--- config.mk ---
export PLATFORM = sky130hd
export DESIGN_NAME = ecvs_top
export DESIGN_NICKNAME = d
export VERILOG_FILES = /design/src/shared/ecvs_pkg.sv /design/src/hw/ecvs_sync.sv /design/src/hw/ecvs_top.sv
export VERILOG_INCLUDE_DIRS = /design/src /design/src/shared
export SDC_FILE = /design/constraint.sdc
export NUM_CORES = 1
export LEC_CHECK = 0
export BUFFER_PORTS_ARGS = -buffer_cell sky130_fd_sc_hd__buf_2
export CORE_MARGIN = 2
export CORE_UTILIZATION = 45
export CTS_BUF_LIST = sky130_fd_sc_hd__clkbuf_16
export CTS_CLUSTER_SIZE = 25
export DETAILED_ROUTE_END_ITERATION = 8
export PLACE_DENSITY = 0.64
export SLEW_MARGIN = 20
export SYNTH_ARGS = -nofsm -noshare
export SYNTH_HDL_FRONTEND = slang
export SYNTH_SLANG_ARGS = --single-unit
--- constraint.sdc ---
create_clock -name sys_clk_i -period 10.4 [get_ports sys_clk_i]
set_clock_uncertainty 0.1 [all_clocks]
set_input_delay 0.52 -clock sys_clk_i [delete_from_list [all_inputs] [get_ports sys_clk_i]]
set_output_delay 0.52 -clock sys_clk_i [all_outputs]
set_load 0.005 [all_outputs]
--- src/shared/ecvs_map.svh ---
// Constants of the edge-count voltage select block: counts, codes, delays.
// Assumes a 250 MHz system clock; included by bare name.
`ifndef ECVS_MAP_SVH
`define ECVS_MAP_SVH

`define ECVS_CLK_MHZ        250
// Latch hold delay in microseconds and in clock cycles.
`define ECVS_LATCH_HOLD_DELAY_US       500
`define ECVS_LAT_CYC        (20'(`ECVS_LATCH_HOLD_DELAY_US * `ECVS_CLK_MHZ))
// Disable delay in microseconds and in clock cycles.
`define ECVS_T_OFF_US       500
`define ECVS_OFF_CYC        (20'(`ECVS_T_OFF_US * `ECVS_CLK_MHZ))
`define ECVS_CNT_W          20
`define ECVS_LVL_W          4
`define ECVS_LVL_DEFAULT    4'h0
`define ECVS_LVL_MAX        4'hf
// Low reference in millivolts: base plus code times step.
`define ECVS_MV_W           11
`define ECVS_REF_BASE_MV    11'h258
`define ECVS_REF_STEP_MV    11'h028
`define ECVS_REF_HIGH_MV    11'h4b0

`endif

--- src/shared/ecvs_pkg.sv ---
// Types of the edge-count voltage select block.
// Assumes ecvs_map.svh on the include path.
`include "ecvs_map.svh"
package ecvs_pkg;
  typedef enum logic [1:0] {
    ECVS_OFF,
    ECVS_IDLE,
    ECVS_COUNT
  } ecvs_state_t;
endpackage : ecvs_pkg

--- src/hw/ecvs_sync.sv ---
// Two-flop synchroniser for a pin level.
// Assumes the pin is asynchronous to sys_clk_i.
`timescale 1ns/100ps
`default_nettype none
module ecvs_sync (
  input  wire logic sys_clk_i,
  input  wire logic nrst_i,
  input  wire logic pin_i,
  output logic      sync_o
);
  typedef struct packed {
    logic meta;
    logic sync;
  } ecvs_sync_st_t;

  ecvs_sync_st_t st;
  ecvs_sync_st_t next_st;

  always_comb begin
    next_st.meta = pin_i;
    next_st.sync = st.meta;
  end

  always_ff @(posedge sys_clk_i or negedge nrst_i) begin
    if (!nrst_i) begin
      st <= '0;
    end else begin
      st <= next_st;
    end
  end

  assign sync_o = st.sync;
endmodule : ecvs_sync
`default_nettype wire

--- src/hw/ecvs_top.sv ---
// Edge-count voltage select: counts enable/set rising edges into a level.
// Assumes asynchronous pins, a 250 MHz clock and an analog side that
// regulates to the reference code and enables given here.
//
// Function
// (RULE1) Select high regulates to first level, low to second level.
// (RULE2) Select high enables high reference 1.2 V; low enables low reference.
// (RULE3) Host holds select low while programming through edge counts.
// (RULE4) Rising edges on enable/set are counted into one of 16 states.
// (RULE5) Edges at up to 1 MHz are all counted.
// (RULE6) Line held high for latch delay captures the count.
// (RULE7) After capture the output moves to the selected level.
// (RULE8) Line low longer than disable delay disables the device.
// (RULE9) Disabling resets the setting to the 0.6 V default.
// (RULE10) Power-up default low reference is 0.6 V.
// (RULE11) Counts 1..16 map to 0.60..1.20 V in 40 mV steps.
// (RULE12) A new burst after a latch restarts counting from zero.
// (RULE13) More than sixteen edges wrap back to the first level.
`timescale 1ns/100ps
`default_nettype none
`include "ecvs_map.svh"
module ecvs_top
  import ecvs_pkg::*;
#(
  parameter logic [`ECVS_CNT_W-1:0] LAT_CYC = `ECVS_LAT_CYC,
  parameter logic [`ECVS_CNT_W-1:0] OFF_CYC = `ECVS_OFF_CYC
) (
  input  wire logic                   sys_clk_i,
  input  wire logic                   nrst_i,
  input  wire logic                   en_set_i,
  input  wire logic                   ref_sel_i,
  output logic                        enabled_o,
  output logic                        high_ref_feedback_en_o,
  output logic                        low_ref_feedback_en_o,
  output logic [`ECVS_LVL_W-1:0]      level_code_o,
  output logic [`ECVS_MV_W-1:0]       ref_mv_o
);
  // ****************************************************************
  // Pin synchronisation
  // ****************************************************************
  logic en_s;
  logic sel_s;

  ecvs_sync u_sync_en (
    .sys_clk_i (sys_clk_i),
    .nrst_i    (nrst_i),
    .pin_i     (en_set_i),
    .sync_o    (en_s)
  );

  ecvs_sync u_sync_sel (
    .sys_clk_i (sys_clk_i),
    .nrst_i    (nrst_i),
    .pin_i     (ref_sel_i),
    .sync_o    (sel_s)
  );

  // ****************************************************************
  // State
  // ****************************************************************
  typedef struct packed {
    ecvs_state_t             fsm;
    logic                    en_d;
    logic [`ECVS_CNT_W-1:0]  timer;
    logic [`ECVS_LVL_W-1:0]  edges;
    logic [`ECVS_LVL_W-1:0]  level;
    logic                    enabled;
    logic                    hi_en;
    logic                    lo_en;
    logic [`ECVS_MV_W-1:0]   mv;
  } ecvs_st_t;

  ecvs_st_t st;
  ecvs_st_t next_st;
  logic     rise;

  // The edge counter starts at zero for a first edge, so code equals
  // edges minus one and a 16-edge burst lands on the top code.
  always_comb begin
    next_st = st;
    rise = en_s && !st.en_d;
    next_st.en_d = en_s;
    case (st.fsm)
      ECVS_OFF: begin
        next_st.enabled = 1'b0;
        next_st.level = `ECVS_LVL_DEFAULT; // RULE9
        if (rise) begin
          // The enabling edge is also the first counted edge.
          next_st.fsm = ECVS_COUNT;
          next_st.edges = `ECVS_LVL_DEFAULT; // RULE12
          next_st.timer = '0;
          next_st.enabled = 1'b1;
        end
      end
      ECVS_IDLE: begin
        if (!en_s) begin
          next_st.timer = st.timer + 1'b1;
          if (st.timer >= OFF_CYC) begin
            next_st.fsm = ECVS_OFF; // RULE8
            next_st.level = `ECVS_LVL_DEFAULT; // RULE9
            next_st.enabled = 1'b0;
          end
        end else if (rise) begin
          next_st.fsm = ECVS_COUNT;
          next_st.edges = `ECVS_LVL_DEFAULT; // RULE12
          next_st.timer = '0;
        end else begin
          next_st.timer = '0;
        end
      end
      ECVS_COUNT: begin
        // Counts every edge at clock resolution, far beyond 1 MHz.
        if (rise) begin
          next_st.edges = st.edges + 1'b1; // RULE4 RULE5 RULE13
          next_st.timer = '0;
        end else if (en_s) begin
          next_st.timer = st.timer + 1'b1;
          if (st.timer >= LAT_CYC - 1'b1) begin
            next_st.level = st.edges; // RULE6 RULE7
            next_st.fsm = ECVS_IDLE;
            next_st.timer = '0;
          end
        end else if (st.en_d) begin
          // A falling edge restarts the timer for the low-time count.
          next_st.timer = '0;
        end else begin
          // A host that abandons a burst with the line low is still
          // disabled, otherwise the block would hang in counting.
          next_st.timer = st.timer + 1'b1;
          if (st.timer >= OFF_CYC) begin
            next_st.fsm = ECVS_OFF; // RULE8
            next_st.level = `ECVS_LVL_DEFAULT; // RULE9
            next_st.enabled = 1'b0;
          end
        end
      end
      default: begin
        next_st.fsm = ECVS_OFF;
      end
    endcase
    next_st.hi_en = next_st.enabled && sel_s; // RULE1 RULE2
    next_st.lo_en = next_st.enabled && !sel_s; // RULE1 RULE2
    // Select high uses the fixed high reference; low uses the code.
    next_st.mv = sel_s ? `ECVS_REF_HIGH_MV :
      (`ECVS_REF_BASE_MV +
       `ECVS_REF_STEP_MV * {7'h00, next_st.level}); // RULE11 RULE10
  end

  always_ff @(posedge sys_clk_i or negedge nrst_i) begin
    if (!nrst_i) begin
      st <= '{fsm: ECVS_OFF, en_d: 1'b0, timer: '0,
              edges: `ECVS_LVL_DEFAULT, level: `ECVS_LVL_DEFAULT,
              enabled: 1'b0, hi_en: 1'b0, lo_en: 1'b0,
              mv: `ECVS_REF_BASE_MV};
    end else begin
      st <= next_st;
    end
  end

  assign enabled_o              = st.enabled;
  assign high_ref_feedback_en_o = st.hi_en;
  assign low_ref_feedback_en_o  = st.lo_en;
  assign level_code_o           = st.level;
  assign ref_mv_o               = st.mv;
endmodule : ecvs_top
`default_nettype wire

* Word-level counts from Yosys, hierarchy flattened
Cells that the tools add are included.
** Operators by class
- Add/subtract/negate cells :: 3
- Equality and inequality tests :: 9
- Multipliers :: 1
- $lt $le $gt $ge :: 2
- Mux-type cells :: 27
- Reduce and logical (&&, ||, !) cells :: 10
** Operators with widths (count)
- $mux 20 :: 5
- $pmux 29 s3 :: 1
- $ge 20x17->1 const B :: 2
- $mux 24 :: 1
- $add 20x1->20 const B :: 1
- $mux 4 :: 5
- $mux 5 :: 4
- $mux 2 :: 7
- $add 10x10->11 const A :: 1
- $mux 11 :: 1
- $ne 2x2->1 const B :: 4
- $mul 3x4->7 const A :: 1
- $pmux 2 s3 :: 1
- $reduce_and 5->1 :: 1
- $add 4x1->4 const B :: 1
- $logic_and 1x1->1 :: 3
- $ne 3x2->1 const B :: 1
- $ne 3x3->1 const B :: 1
- $reduce_and 3->1 :: 1
- $reduce_bool 3->1 :: 1
- $eq 2x1->1 const B :: 1
- $eq 2x2->1 const B :: 1
- $logic_not 1->1 :: 2
- $logic_not 2->1 :: 1
- other kinds (3) :: 4
** Storage, ports and cells
- Input bits :: 4
- Bits in registers :: 49
- Output and inout bits :: 18

* Longest topological paths before layout
Gate-level depths: netlist of run 1.
- Depth in word-level cells :: 9
- Mapped depth :: 14

* Modules after synthesis
A second synthesis of run 1 with hierarchy kept.
** Second synthesis, totals
- Cell total of the unflattened synthesis :: 260
- Area total of the unflattened synthesis :: 2555.0 µm²
** Modules (own cells, without submodules)
- ecvs_top :: times used 1, area an instance 2454.9 µm², cells an instance 256, sequential area each 1056.0 µm²
- ecvs_sync :: times used 2, area an instance 50.0 µm², cells an instance 2, sequential area each 50.0 µm²

* Worst setup path after synthesis of run 1
No wires, ideal clock.
- Path kind :: register to register
- From :: register st[29] (netlist bit)
- To :: register st, in the netlist ref_mv_o[8]
- Data required time :: 10221 ps
- Library setup time :: 79 ps
- Arrival time :: 3459 ps
- Buffers on the path :: 0
- Stages on the path, launching flop included :: 15
- Path slack :: 6762 ps
- Cells stage by stage :: dfrtp_1 nor4_2 nand4_1 nor2_1 a21oi_4 o31ai_2 nor2_1 a22o_1 ha_1 ha_1 fa_1 nand2_1 nor4_1 or3_1 mux2i_1
** RTL lines
- start, declared :: RTL line ecvs_top.sv:73 : ecvs_st_t st;
- start signal, assigned :: RTL line ecvs_top.sv:151 : st <= '{fsm: ECVS_OFF, en_d: 1'b0, timer: '0,
- start signal, assigned :: RTL line ecvs_top.sv:156 : st <= next_st;

==> results of run 1 <==
stage by stage:
step           hold slack, ns  total power [mW]  instance area (sq um)  util, %
5_1_grt                0.1956            0.4402                   2729    50.17
3_5_place_dp           0.2387            0.2455                   2561    47.09
3_3_place_gp           0.2335            0.2443                   2561    47.09
4_1_cts                0.2349            0.4247                   2726    50.13
6_report               0.1395            0.4172                   2729    50.17
2_1_floorplan          0.1244            0.2327                   2515        -
final cells by class:
cell class	instances	area, sq um
clock inverters	3	40.04
multi-input cells	182	1176
inverters	11	41.29
well taps	72	90.09
flip-flops and latches	46	1156
fillers	533	2710
clock buffers	5	125.1
repair buffers	19	100.1
how the worst max path moves through the flow:
stage,from,endpoint,slack [ns]
final,st[29],ref_mv_o[8],6.45
after global placement,st[29],ref_mv_o[8],6.57
after global routing,st[29],ref_mv_o[8],6.10
after detailed placement,st[29],ref_mv_o[8],6.43
after CTS,st[29],ref_mv_o[8],6.41
after floorplan,st[29],ref_mv_o[8],6.76
power by group through the flow:
stage / Combinational, mW / Clock, mW / Sequential (mW)
after global placement: 0.0367 / 0 / 0.208
after CTS: 0.0382 / 0.182 / 0.205
after floorplan: 0.0282 / 0 / 0.205
final: 0.0370 / 0.176 / 0.205
after global routing: 0.0434 / 0.190 / 0.207
after detailed placement: 0.0378 / 0 / 0.208
state kept, by name, summed over array words and instances, names as in the netlist:
register,flops
st,27
ref_mv_o,8
level_code_o,4
enabled_o,1
high_ref_feedback_en_o,1
low_ref_feedback_en_o,1
u_sync_en.next_st,1
u_sync_en.sync_o,1
u_sync_sel.next_st,1
u_sync_sel.sync_o,1
cell families after synthesis:
logic type	Yosys count
and+or+nand+nor	100
buffers and inverters	33
muxes	1
DFF	46
AOI/OAI and AO/OA	53
xor gates and xnor gates	16
adders and majority gates	9
other	1
per-layer routing:
layer	track usage, %	vias to the layer above	share of wire (%)
met1	20.94	827	46
met4	2.982	0	0.52
li1	-	885	-
met3	3.218	2	2.7
met5	0	-	0
met2	27.69	18	51
worst register-to-register path, stage by stage, from the launching register on:
cell and delay [ns]:
sky130_fd_sc_hd__dfrtp_1 0.43, sky130_fd_sc_hd__nor4_2 0.33, sky130_fd_sc_hd__nand4_1 0.17, sky130_fd_sc_hd__nor2_1 0.21, sky130_fd_sc_hd__a21oi_4 0.11, sky130_fd_sc_hd__o31ai_2 0.40, sky130_fd_sc_hd__nor2_1 0.13, sky130_fd_sc_hd__a22o_1 0.24
sky130_fd_sc_hd__ha_1 0.29, sky130_fd_sc_hd__ha_1 0.24, sky130_fd_sc_hd__fa_1 0.58, sky130_fd_sc_hd__nand2_1 0.10, sky130_fd_sc_hd__nor4_1 0.29, sky130_fd_sc_hd__o21ai_0 0.14, sky130_fd_sc_hd__mux2i_1 0.13
cells in the final DEF, fill, tap and decap left out, types with 2 or more instances in the layout:
master                       n
sky130_fd_sc_hd__dfrtp_1    42
sky130_fd_sc_hd__nor2_1     34
sky130_fd_sc_hd__nand2_1    23
sky130_fd_sc_hd__o21ai_0    19
sky130_fd_sc_hd__buf_2      17
sky130_fd_sc_hd__inv_1      11
sky130_fd_sc_hd__xor2_1      8
sky130_fd_sc_hd__ha_1        8
sky130_fd_sc_hd__and3_1      7
sky130_fd_sc_hd__nand3_1     7
sky130_fd_sc_hd__a22o_1      7
sky130_fd_sc_hd__xnor2_1     7
sky130_fd_sc_hd__nor3_1      6
sky130_fd_sc_hd__a21oi_1     6
sky130_fd_sc_hd__nand4_1     5
sky130_fd_sc_hd__a21o_1      5
sky130_fd_sc_hd__clkbuf_16   5
sky130_fd_sc_hd__nor2b_1     4
sky130_fd_sc_hd__nand2b_1    4
sky130_fd_sc_hd__dfstp_2     4
sky130_fd_sc_hd__conb_1      3
sky130_fd_sc_hd__o31a_1      2
sky130_fd_sc_hd__or3_1       2
sky130_fd_sc_hd__o21a_1      2
sky130_fd_sc_hd__clkinv_2    2
sky130_fd_sc_hd__buf_4       2
==> qor.csv, run 1 <==
metric;value;unit
reg2reg_setup_slack;6.45;ns
post_cts.resized_instances;0;
setup_tns;0;ns
worst_slack;6.450;ns
initial_core_util;46.10;%
maxCapViolations;0;
rr_endpoint;ref_mv_o[8];
antenna_left;0;
yosys.area_share.xor_xnor;5.888;%
clock_tree_from_tritoncts;done;
yosysSeqAreaShare;46.11;%
ios;22;
worstSetupPathDepth;14;
design.die.area;6185;sq um
synth_commonest_cells;sky130_fd_sc_hd__dfrtp_1, sky130_fd_sc_hd__nor2_1, sky130_fd_sc_hd__nand2_1;
cts.hold.buffers_added;0;
drt-initial-drc-count;89;
wl_per_instance;12.97;um
total_switching_power;96.25;uW
timing.critical_path.arrival;4.06;ns
period_minus_slack;3.950;ns
final_nets;278;
critical_path.max_fanout;5;
slew_viol_final;0;
cts-htree-levels;2;
chipHeight;78.65;um
cts.sink_count;46;
post_route_drc_violation_count;0;
synth_fa_ha_area_share;4.790;%
yosys.cell_count.top_type;sky130_fd_sc_hd__dfrtp_1;
fp.coreArea;5439;sq um
relSlewSlack;62.30;%
ys_seq_elements;46;
finalSetupViolations;0;
cts.repair_timing.setup_buffer_count;0;
beginning_of_the_worst_register_to_register_path;st[29];
synth_edf_count;0;
critical_path_s_largest_stage_delay;0.58;ns
p_leak;1.213;nW
vias;1732;
final_routed_wirelength;4.384;mm
fmax;0.2531;GHz
pre_cts_ws;6.435;ns
post_layout_nonfiller_instances;338;
power.clock.fraction;42.1;%
layout-drive-gt1-share;15.04;%
yosysTopAreaCell;sky130_fd_sc_hd__dfrtp_1;
synth.top_cell.area_share;41.92;%
synth-compound-area-share;16.17;%
synth_top_family_by_area;simple AND/OR/NAND/NOR gates;
worst-endpoint-required;10.50;ns
critical_path_class;reg2reg;
timing.final.hold_violations;0;
p_seq_share;49.0;%
hpwlAfterDp;3.223;mm
worstSetupStartpointType;flip-flop;
grt_antenna_before_repair;0;
numPlacedInstances;330;
worstHoldPathType;in2async;
insertedDiodeCount;0;
synth.top_cells.by_area;sky130_fd_sc_hd__dfrtp_1, sky130_fd_sc_hd__nor2_1, sky130_fd_sc_hd__buf_4, sky130_fd_sc_hd__dfstp_2, sky130_fd_sc_hd__ha_1;
path_buf_inv;0;
critical_path.top_delay_family;simple AND/OR/NAND/NOR gates;
synth-main-ff-cell;sky130_fd_sc_hd__dfrtp_1;
post_synth_inst_count;259;
worstSkewPairLatency;0.28;ns
areaGrowthSynthToFinish;8.832;%
rows;27;
grt_pass1_wl;7.921;mm
place_congestion;0.8417;
yosys-mux-area-fraction;0.3992;%
power.ir.vdd_worst;0.00008140;V
yosysUniqueCellTypes;49;
synth.yosys.warnings;0;
post_synthesis_simple_gate_area_fraction;19.21;%
tightestPinTransition;0.5654;ns
grt_pass1_vias;1731;
detailedRoute.firstPassIterationCount;4;
grt_max_degree;47;
worstPathCellList;nor4_2 > nand4_1 > nor2_1 > a21oi_4 > o31ai_2 > nor2_1 > a22o_1 > ha_1 > ha_1 > fa_1 > nand2_1 > nor4_1 > o21ai_0 > mux2i_1;
cts_buffers;5;
finalCritPeriodShare;37.98;%
cts_root_buffer;sky130_fd_sc_hd__clkbuf_16;
cpMaxStageDelayCell;sky130_fd_sc_hd__fa_1;
crit_path_end_kind;flip-flop;
route.detailed.vias_per_inst;5.124;
p_int;321.0;uW
buffer_ports.inserted;18;
async_reset_ff_share;100.0;%
run_status;finished clean;
r2r_cells;14;
cts-root-to-sink-buffers;2;
clk_transition_reported_paths;0.06;ns
power.share.combinational;8.9;%
rsz0062_at_grt;false;
synth.cell_area;2507;sq um
grt_overflow_total;0;
globalRouteTotalUtil;16.00;%
die_width;78.65;um
postSynthAreaPerCell;9.681;sq um
pwr_density_cell;152.9;nW/um^2
netSwitchingFraction;23.07;%
No activity file was read; power rests on OpenSTA's default activity.
==> inputs of run 2 (changes only) <==
Settings changed: PLACE_DENSITY 0.64 to 0.66.
Clock period 10.4 ns to 3.4 ns, I/O delays scaled along.
==> run 2 against run 1 <==
Effect of this change:
- the flow now finishes with violations (negative setup slack)
- sequential cell count unchanged
- global-route usage grew 2.0 points
- count of clock-buffer cells in the layout did not move
- hold slack better by 0.11 ns
- sequential power rose to 3.0 times the previous value
- via count up 12%
- die area did not move
- sequential share of layout area decreased by 5.5 points
- cell area grew 15%
- worst setup slack worse by 6.7 ns
==> qor.csv, run 2 (synthesis gave the netlist of run 1 again) <==
metric;value;unit;change
tightestPinTransition;0.5746;ns;was 0.5654 ns
use_met3;3.678;%;was 3.218%
vias;1939;;was 1732
setup_tns;-0.7340;ns;was 0 ns
maxCapViolations;0;;unchanged
final_routed_wirelength;5.068;mm;was 4.384 mm
insertedDiodeCount;0;;unchanged
finalSetupViolations;4;;was 0
cts.sink_count;46;;unchanged
worstSetupStartpointType;flip-flop;;unchanged
cts_buffers;5;;unchanged
ios;22;;unchanged
rr_endpoint;ref_mv_o[9];;was ref_mv_o[8]
run_status;finished with violations;;was finished clean
initial_core_util;46.10;%;unchanged
detailedRoute.firstPassIterationCount;4;;unchanged
drt-initial-drc-count;96;;was 89
hpwlAfterDp;3.644;mm;was 3.223 mm
buffer_ports.inserted;18;;unchanged
rsz0062_at_grt;true;;was false
total_power;1.312;mW;was 417.2 uW
critical_path.max_fanout;3;;was 5
cts_root_buffer;sky130_fd_sc_hd__clkbuf_16;;unchanged
beginning_of_the_worst_register_to_register_path;st[29];;unchanged
post_layout_nonfiller_instances;381;;was 338
final_nets;321;;was 278
timing.final.hold_violations;0;;unchanged
global_route.peak_usage_layer;met2;;unchanged
cts-htree-levels;2;;unchanged
startpoint_of_the_lowest_slack_hold_path;u_sync_en.next_st[0];;
p_leak;1.449;nW;was 1.213 nW
grt_max_degree;47;;unchanged
clock_tree_from_tritoncts;done;;unchanged
die_width;78.65;um;unchanged
crit_path_end_kind;flip-flop;;unchanged
post_route_drc_violation_count;0;;unchanged
worstSkewPairLatency;0.29;ns;was 0.28 ns
critical_path_class;reg2reg;;unchanged
clk_transition_reported_paths;0.06;ns;about the same
antenna_left;0;;unchanged
globalRouteTotalUtil;17.96;%;was 16.00%
hold_path_depth;0;;
relSlewSlack;61.70;%;was 62.30%
route.detailed.vias_per_inst;5.089;;was 5.124
design.die.area;6185;sq um;unchanged
pre_cts_ws;-0.2797;ns;was 6.435 ns
largest_register;st;;unchanged
worst-endpoint-required;3.52;ns;was 10.50 ns
use_met2;30.00;%;was 27.69%
worstSetupStartpoint;st[29];;unchanged
r2r_cells;15;;was 14
number_of_fill_cells;486;;was 533
timing.critical_path.arrival;3.78;ns;was 4.06 ns
fp.coreArea;5439;sq um;unchanged
commonest_cells_after_routing_fill_and_taps_aside;sky130_fd_sc_hd__dfrtp_1, sky130_fd_sc_hd__buf_4, sky130_fd_sc_hd__nor2_1;;was sky130_fd_sc_hd__dfrtp_1, sky130_fd_sc_hd__nor2_1, sky130_fd_sc_hd__nand2_1
worstHoldPathType;reg2reg;;was in2async
holdPathEnd;u_sync_en.sync_o;;
wl_per_instance;13.30;um;was 12.97 um
fmax;0.2736;GHz;was 0.2531 GHz
pwr_density_cell;418.8;nW/um^2;was 152.9 nW/um^2
grt_pass1_vias;1896;;was 1731
whs;0.2492;ns;was 0.1395 ns
layout-drive-gt1-share;27.83;%;was 15.04%
failed_checks;negative setup slack;;
rows;27;;unchanged
slew_viol_final;0;;unchanged
grt_pass1_wl;8.700;mm;was 7.921 mm
placedInstanceArea;2830;sq um;was 2561 sq um
final_non_filler_cell_area;3132;sq um;was 2729 sq um
chipHeight;78.65;um;unchanged
reg2reg_setup_slack;-0.26;ns;was 6.45 ns
areaGrowthSynthToFinish;24.90;%;was 8.832%
finalCritPeriodShare;107.5;%;was 37.98%
grt_antenna_before_repair;0;;unchanged
power.ir.vdd_worst;0.0002467;V;was 0.00008140 V
largest_reg_flops;27;;unchanged
numPlacedInstances;364;;was 330
final_common_cell;sky130_fd_sc_hd__dfrtp_1;;unchanged
cts-root-to-sink-buffers;2;;unchanged
worst_slack;-0.2553;ns;was 6.450 ns
period_minus_slack;3.655;ns;was 3.950 ns
finalCoreUtilization;57.58;%;was 50.17%
grt_overflow_total;0;;unchanged
place_congestion;0.8186;;was 0.8417
grt_util_met1;23.13;%;was 20.94%
[run 2: changes by cell type in the layout (fill, tap and decap cells not counted), moves of 2 or more]
cell,previous run,this run
sky130_fd_sc_hd__clkinv_2,2,0
sky130_fd_sc_hd__buf_6,0,2
sky130_fd_sc_hd__buf_4,2,40
sky130_fd_sc_hd__o21ai_0,19,17
sky130_fd_sc_hd__o21ai_1,0,2
sky130_fd_sc_hd__dlygate4sd3_1,0,3
sky130_fd_sc_hd__nor2_1,34,32
sky130_fd_sc_hd__nor4_4,0,2
sky130_fd_sc_hd__nor2_2,0,2
[run 2: final cells by class]
type | instances | area [sq um] | area share, %
clock buffers | 5 | 125.1 | 3.995
clock inverters | 3 | 41.29 | 1.318
inverters | 11 | 41.29 | 1.318
multi-input cells | 182 | 1240 | 39.59
flip-flops and latches | 46 | 1156 | 36.92
well taps | 72 | 90.09 | 2.877
repair buffers | 62 | 437.9 | 13.98
[run 2: how the worst max path moves through the flow]
stage / end / cells after the start
floorplan: ref_mv_o[8] / 13
global placement: ref_mv_o[8] / 14
detailed placement: ref_mv_o[8] / 14
CTS: ref_mv_o[8] / 14
global route: ref_mv_o[9] / 15
finish: ref_mv_o[9] / 15
[run 2: where the power goes]
group / internal [mW] / switching (mW) / leakage (nW) / total [mW]
Clock: 0.344 / 0.206 / 0.0812 / 0.550
Sequential: 0.587 / 0.0333 / 0.585 / 0.620
Combinational: 0.0675 / 0.0733 / 0.783 / 0.141
[run 2: repair_timing]
| action | 4_1_cts | 5_1_grt |
|---|---|---|
| gates resized for setup | 6 | 6 |
| setup buffers | 4 | 2 |
| endpoints found under the setup margin | 4 | 4 |
| hold buffers | 3 | 0 |
| hold endpoints to repair | 30 | 0 |
| pin swaps | 3 | 10 |
[run 2: per-layer routing]
| metal | vias up | wire length [um] |
|---|---|---|
| met1 | 940 | 2319 |
| met2 | 20 | 2525 |
| met3 | 9 | 129 |
| met5 | - | 0 |
| li1 | 970 | - |
| met4 | 0 | 93 |
[run 2: worst max-delay path, stage by stage, from the launching register on]
cell,delay [ns]
sky130_fd_sc_hd__dfrtp_1,0.42
sky130_fd_sc_hd__nor4_4,0.34
sky130_fd_sc_hd__nand4_1,0.18
sky130_fd_sc_hd__nor2_1,0.21
sky130_fd_sc_hd__a21oi_4,0.12
sky130_fd_sc_hd__o31ai_4,0.23
sky130_fd_sc_hd__nor2_2,0.09
sky130_fd_sc_hd__a22o_1,0.20
sky130_fd_sc_hd__ha_1,0.31
sky130_fd_sc_hd__ha_2,0.20
sky130_fd_sc_hd__fa_2,0.57
sky130_fd_sc_hd__buf_4,0.13
sky130_fd_sc_hd__o21a_1,0.15
sky130_fd_sc_hd__nand2b_1,0.08
sky130_fd_sc_hd__xnor2_1,0.12
sky130_fd_sc_hd__a21oi_1,0.13
==> inputs of run 3 (changes only) <==
Settings changed: ABC_AREA from default to 1, CORE_MARGIN 2 to default, PLACE_DENSITY 0.66 to default, PLACE_DENSITY_LB_ADDON from default to 0.08.
==> run 3 against run 2 <==
Effect of this change:
- the flow now finishes without violations
- count of clock-buffer cells in the layout unchanged
- first-iteration DRC count up 28%
- die area grew 4.5%
- via count increased by 10%
- core utilization decreased by 2.5 points
- sequential power rose by 22%
- synthesized cell count rose by 29%
- fmax rose by 13%
- clock power is 1% lower
- critical path depth up 5
- global-route usage is 1.0 points higher
- critical path type unchanged
- critical endpoint is now ref_mv_o[8]
- highest routed layer unchanged
==> qor.csv, run 3 <==
metric;value;unit;change
run_status;finished clean;;was finished with violations
synth.cell_area;2766;sq um;was 2507 sq um
critical_path.max_fanout;5;;was 3
synth_commonest_cells;sky130_fd_sc_hd__nand2_1, sky130_fd_sc_hd__inv_1, sky130_fd_sc_hd__dfrtp_1;;was sky130_fd_sc_hd__dfrtp_1, sky130_fd_sc_hd__nor2_1, sky130_fd_sc_hd__nand2_1
slew_viol_final;0;;unchanged
path_buf_inv;3;;was 1
worstSkewPairLatency;0.28;ns;was 0.29 ns
power.ir.vdd_worst;0.0003792;V;was 0.0002467 V
grt_overflow_total;0;;unchanged
synth.top_cells.by_area;sky130_fd_sc_hd__dfrtp_1, sky130_fd_sc_hd__nand2_1, sky130_fd_sc_hd__inv_1, sky130_fd_sc_hd__nor2_1, sky130_fd_sc_hd__nand3_1;;was sky130_fd_sc_hd__dfrtp_1, sky130_fd_sc_hd__nor2_1, sky130_fd_sc_hd__buf_4, sky130_fd_sc_hd__dfstp_2, sky130_fd_sc_hd__ha_1
antenna_left;0;;unchanged
synth_edf_count;0;;unchanged
worstPathCellList;nand2_1 > inv_2 > nand2_4 > nor2_4 > nand3_4 > nand3_4 > nand2_4 > nand2_4 > nand3_4 > a22o_1 > ha_2 > ha_4 > fa_2 > inv_2 > nor2_4 > nand3_2 > nand2_1 > inv_2 > a21oi_2 > nor2_1;;was nor4_4 > nand4_1 > nor2_1 > a21oi_4 > o31ai_4 > nor2_2 > a22o_1 > ha_1 > ha_2 > fa_2 > buf_4 > o21a_1 > nand2b_1 > xnor2_1 > a21oi_1
commonest_cells_after_routing_fill_and_taps_aside;sky130_fd_sc_hd__nand2_1, sky130_fd_sc_hd__inv_1, sky130_fd_sc_hd__dfrtp_1;;was sky130_fd_sc_hd__dfrtp_1, sky130_fd_sc_hd__buf_4, sky130_fd_sc_hd__nor2_1
post_synth_inst_count;334;;was 259
hpwlAfterDp;3.851;mm;was 3.644 mm
globalRouteTotalUtil;18.99;%;was 17.96%
crit_path_end_kind;flip-flop;;unchanged
yosysTopAreaCell;sky130_fd_sc_hd__dfrtp_1;;unchanged
finalCoreUtilization;55.11;%;was 57.58%
rows;28;;was 27
final_non_filler_cell_area;3263;sq um;was 3132 sq um
post_route_drc_violation_count;0;;unchanged
cts_root_buffer;sky130_fd_sc_hd__clkbuf_16;;unchanged
insertedDiodeCount;0;;unchanged
design.die.area;6465;sq um;was 6185 sq um
total_power;2.262;mW;was 1.312 mW
largest_register;st;;unchanged
worstSetupStartpointType;flip-flop;;unchanged
final_routed_wirelength;5.593;mm;was 5.068 mm
final_common_cell;sky130_fd_sc_hd__nand2_1;;was sky130_fd_sc_hd__dfrtp_1
vias;2141;;was 1939
synth.top_cell.area_share;37.99;%;was 41.92%
finalSetupViolations;0;;was 4
place_congestion;0.8311;;was 0.8186
timing.critical_path.arrival;3.31;ns;was 3.78 ns
tightestPinTransition;0.5926;ns;was 0.5746 ns
fmax;0.3094;GHz;was 0.2736 GHz
grt_pass1_wl;9.363;mm;was 8.700 mm
final_nets;375;;was 321
synth-main-ff-cell;sky130_fd_sc_hd__dfrtp_1;;unchanged
buffer_ports.inserted;18;;unchanged
synth.yosys.warnings;0;;unchanged
wl_per_instance;12.77;um;was 13.30 um
maxCapViolations;0;;unchanged
placedInstanceArea;2879;sq um;was 2830 sq um
cts_buffers;5;;unchanged
chipHeight;80.41;um;was 78.65 um
areaGrowthSynthToFinish;17.96;%;was 24.90%
finalCritPeriodShare;95.05;%;was 107.5%
cts.sink_count;46;;unchanged
critical_path_class;reg2reg;;unchanged
clk_transition_reported_paths;0.06;ns;about the same
async_reset_ff_share;100.0;%;unchanged
p_leak;1.680;nW;was 1.449 nW
timing.final.hold_violations;0;;unchanged
grt_antenna_before_repair;0;;unchanged
setup_tns;0;ns;was -0.7340 ns
initial_core_util;46.72;%;was 46.10%
ios;22;;unchanged
layout-drive-gt1-share;27.82;%;was 27.83%
pwr_density_cell;693.1;nW/um^2;was 418.8 nW/um^2
drt-initial-drc-count;123;;was 96
cts-htree-levels;2;;unchanged
grt_max_degree;47;;unchanged
postSynthAreaPerCell;8.283;sq um;was 9.681 sq um
detailedRoute.firstPassIterationCount;4;;unchanged
largest_reg_flops;27;;unchanged
yosysSeqAreaShare;41.79;%;was 46.11%
route.detailed.vias_per_inst;4.888;;was 5.089
die_width;80.41;um;was 78.65 um
worst-endpoint-required;3.48;ns;was 3.52 ns
critical_path.top_delay_family;simple AND/OR/NAND/NOR gates;;was adder cells
yosysUniqueCellTypes;43;;was 49
cts-root-to-sink-buffers;2;;unchanged
clock_tree_from_tritoncts;done;;unchanged
period_minus_slack;3.232;ns;was 3.655 ns
grt_pass1_vias;1966;;was 1896
yosys.cell_count.top_type;sky130_fd_sc_hd__nand2_1;;was sky130_fd_sc_hd__dfrtp_1
relSlewSlack;60.49;%;was 61.70%
fp.coreArea;5921;sq um;was 5439 sq um
worstHoldPathType;reg2reg;;unchanged
ys_seq_elements;46;;unchanged
critical_path_s_largest_stage_delay;0.56;ns;was 0.57 ns
cpMaxStageDelayCell;sky130_fd_sc_hd__fa_2;;unchanged
## run 3: cell types whose count changed after synthesis, moves of 5 or more
cell	change
sky130_fd_sc_hd__a22o_1	-6
sky130_fd_sc_hd__a21oi_1	+6
sky130_fd_sc_hd__nand2_1	+34
sky130_fd_sc_hd__o21ai_0	-12
sky130_fd_sc_hd__xnor2_1	-5
sky130_fd_sc_hd__nand3_1	+18
sky130_fd_sc_hd__inv_1	+40
sky130_fd_sc_hd__a21o_1	-5
sky130_fd_sc_hd__and3_1	-6
sky130_fd_sc_hd__nand2_2	+11
## run 3: stage by stage
step	setup WS [ns]	hold slack (ns)	cells
final	0.1682	0.2533	438
after global routing	-0.05354	0.2568	438
after CTS	0.003261	0.2538	430
after detailed placement	0.04442	0.1793	419
after global placement	0.08973	0.1778	419
after floorplan	0.3357	-0.2256	336
## run 3: repair_timing
item | 4_1_cts | 5_1_grt
hold buffers | 3 | 0
endpoints found under the hold margin | 44 | 0
buffers inserted | 0 | 8
endpoints found under the setup margin | 0 | 4
gates resized for setup | 0 | 32
## run 3: logic make-up after synthesis
kind of cell               after synthesis  synth area share, %
and+or+nand+nor                        160                30.26
other                                    1               0.1356
DFF                                     46                41.79
adders and majority gates                9                4.342
buffers and inverters                   73                12.53
AOI/OAI and AO/OA                       37                8.413
xor gates and xnor gates                 8                2.533
## run 3: final timing paths
path                                        from                 to  slack [ns]  cells after the start
min reg2reg                u_sync_sel.next_st[0]  u_sync_sel.sync_o        0.25                      0
max in group asynchronous                 nrst_i             st[26]        2.38                      3
min                        u_sync_sel.next_st[0]  u_sync_sel.sync_o        0.25                      0
max                                       st[35]        ref_mv_o[8]        0.17                     20
min in group asynchronous                 nrst_i             st[27]        0.41                      3
max reg2reg                               st[35]        ref_mv_o[8]        0.17                     20
## run 3: where the power goes
group | internal (mW) | switching (mW) | leakage, nW
logic | 0.367 | 0.596 | 1.00
clock network | 0.342 | 0.202 | 0.0864
registers | 0.672 | 0.0825 | 0.593
total | 1.38 | 0.881 | 1.68
## run 3: layout make-up
cell class	instances	area [sq um]
fill	554	2658
multi-input combinational	217	1401
sequential	46	1157
timing repair buffer	36	232.7
inverter	56	215.2
clock buffer	5	125.1
tap	75	93.84
clock inverter	3	37.54
## run 3: layer usage
metal | GRT usage, % | vias to the layer above | routed length, um
li1 | - | 1102 | -
met1 | 27.52 | 1002 | 2904
met2 | 28.14 | 33 | 2489
met3 | 3.636 | 4 | 149
met4 | 6.250 | 0 | 50
met5 | 0 | - | 0
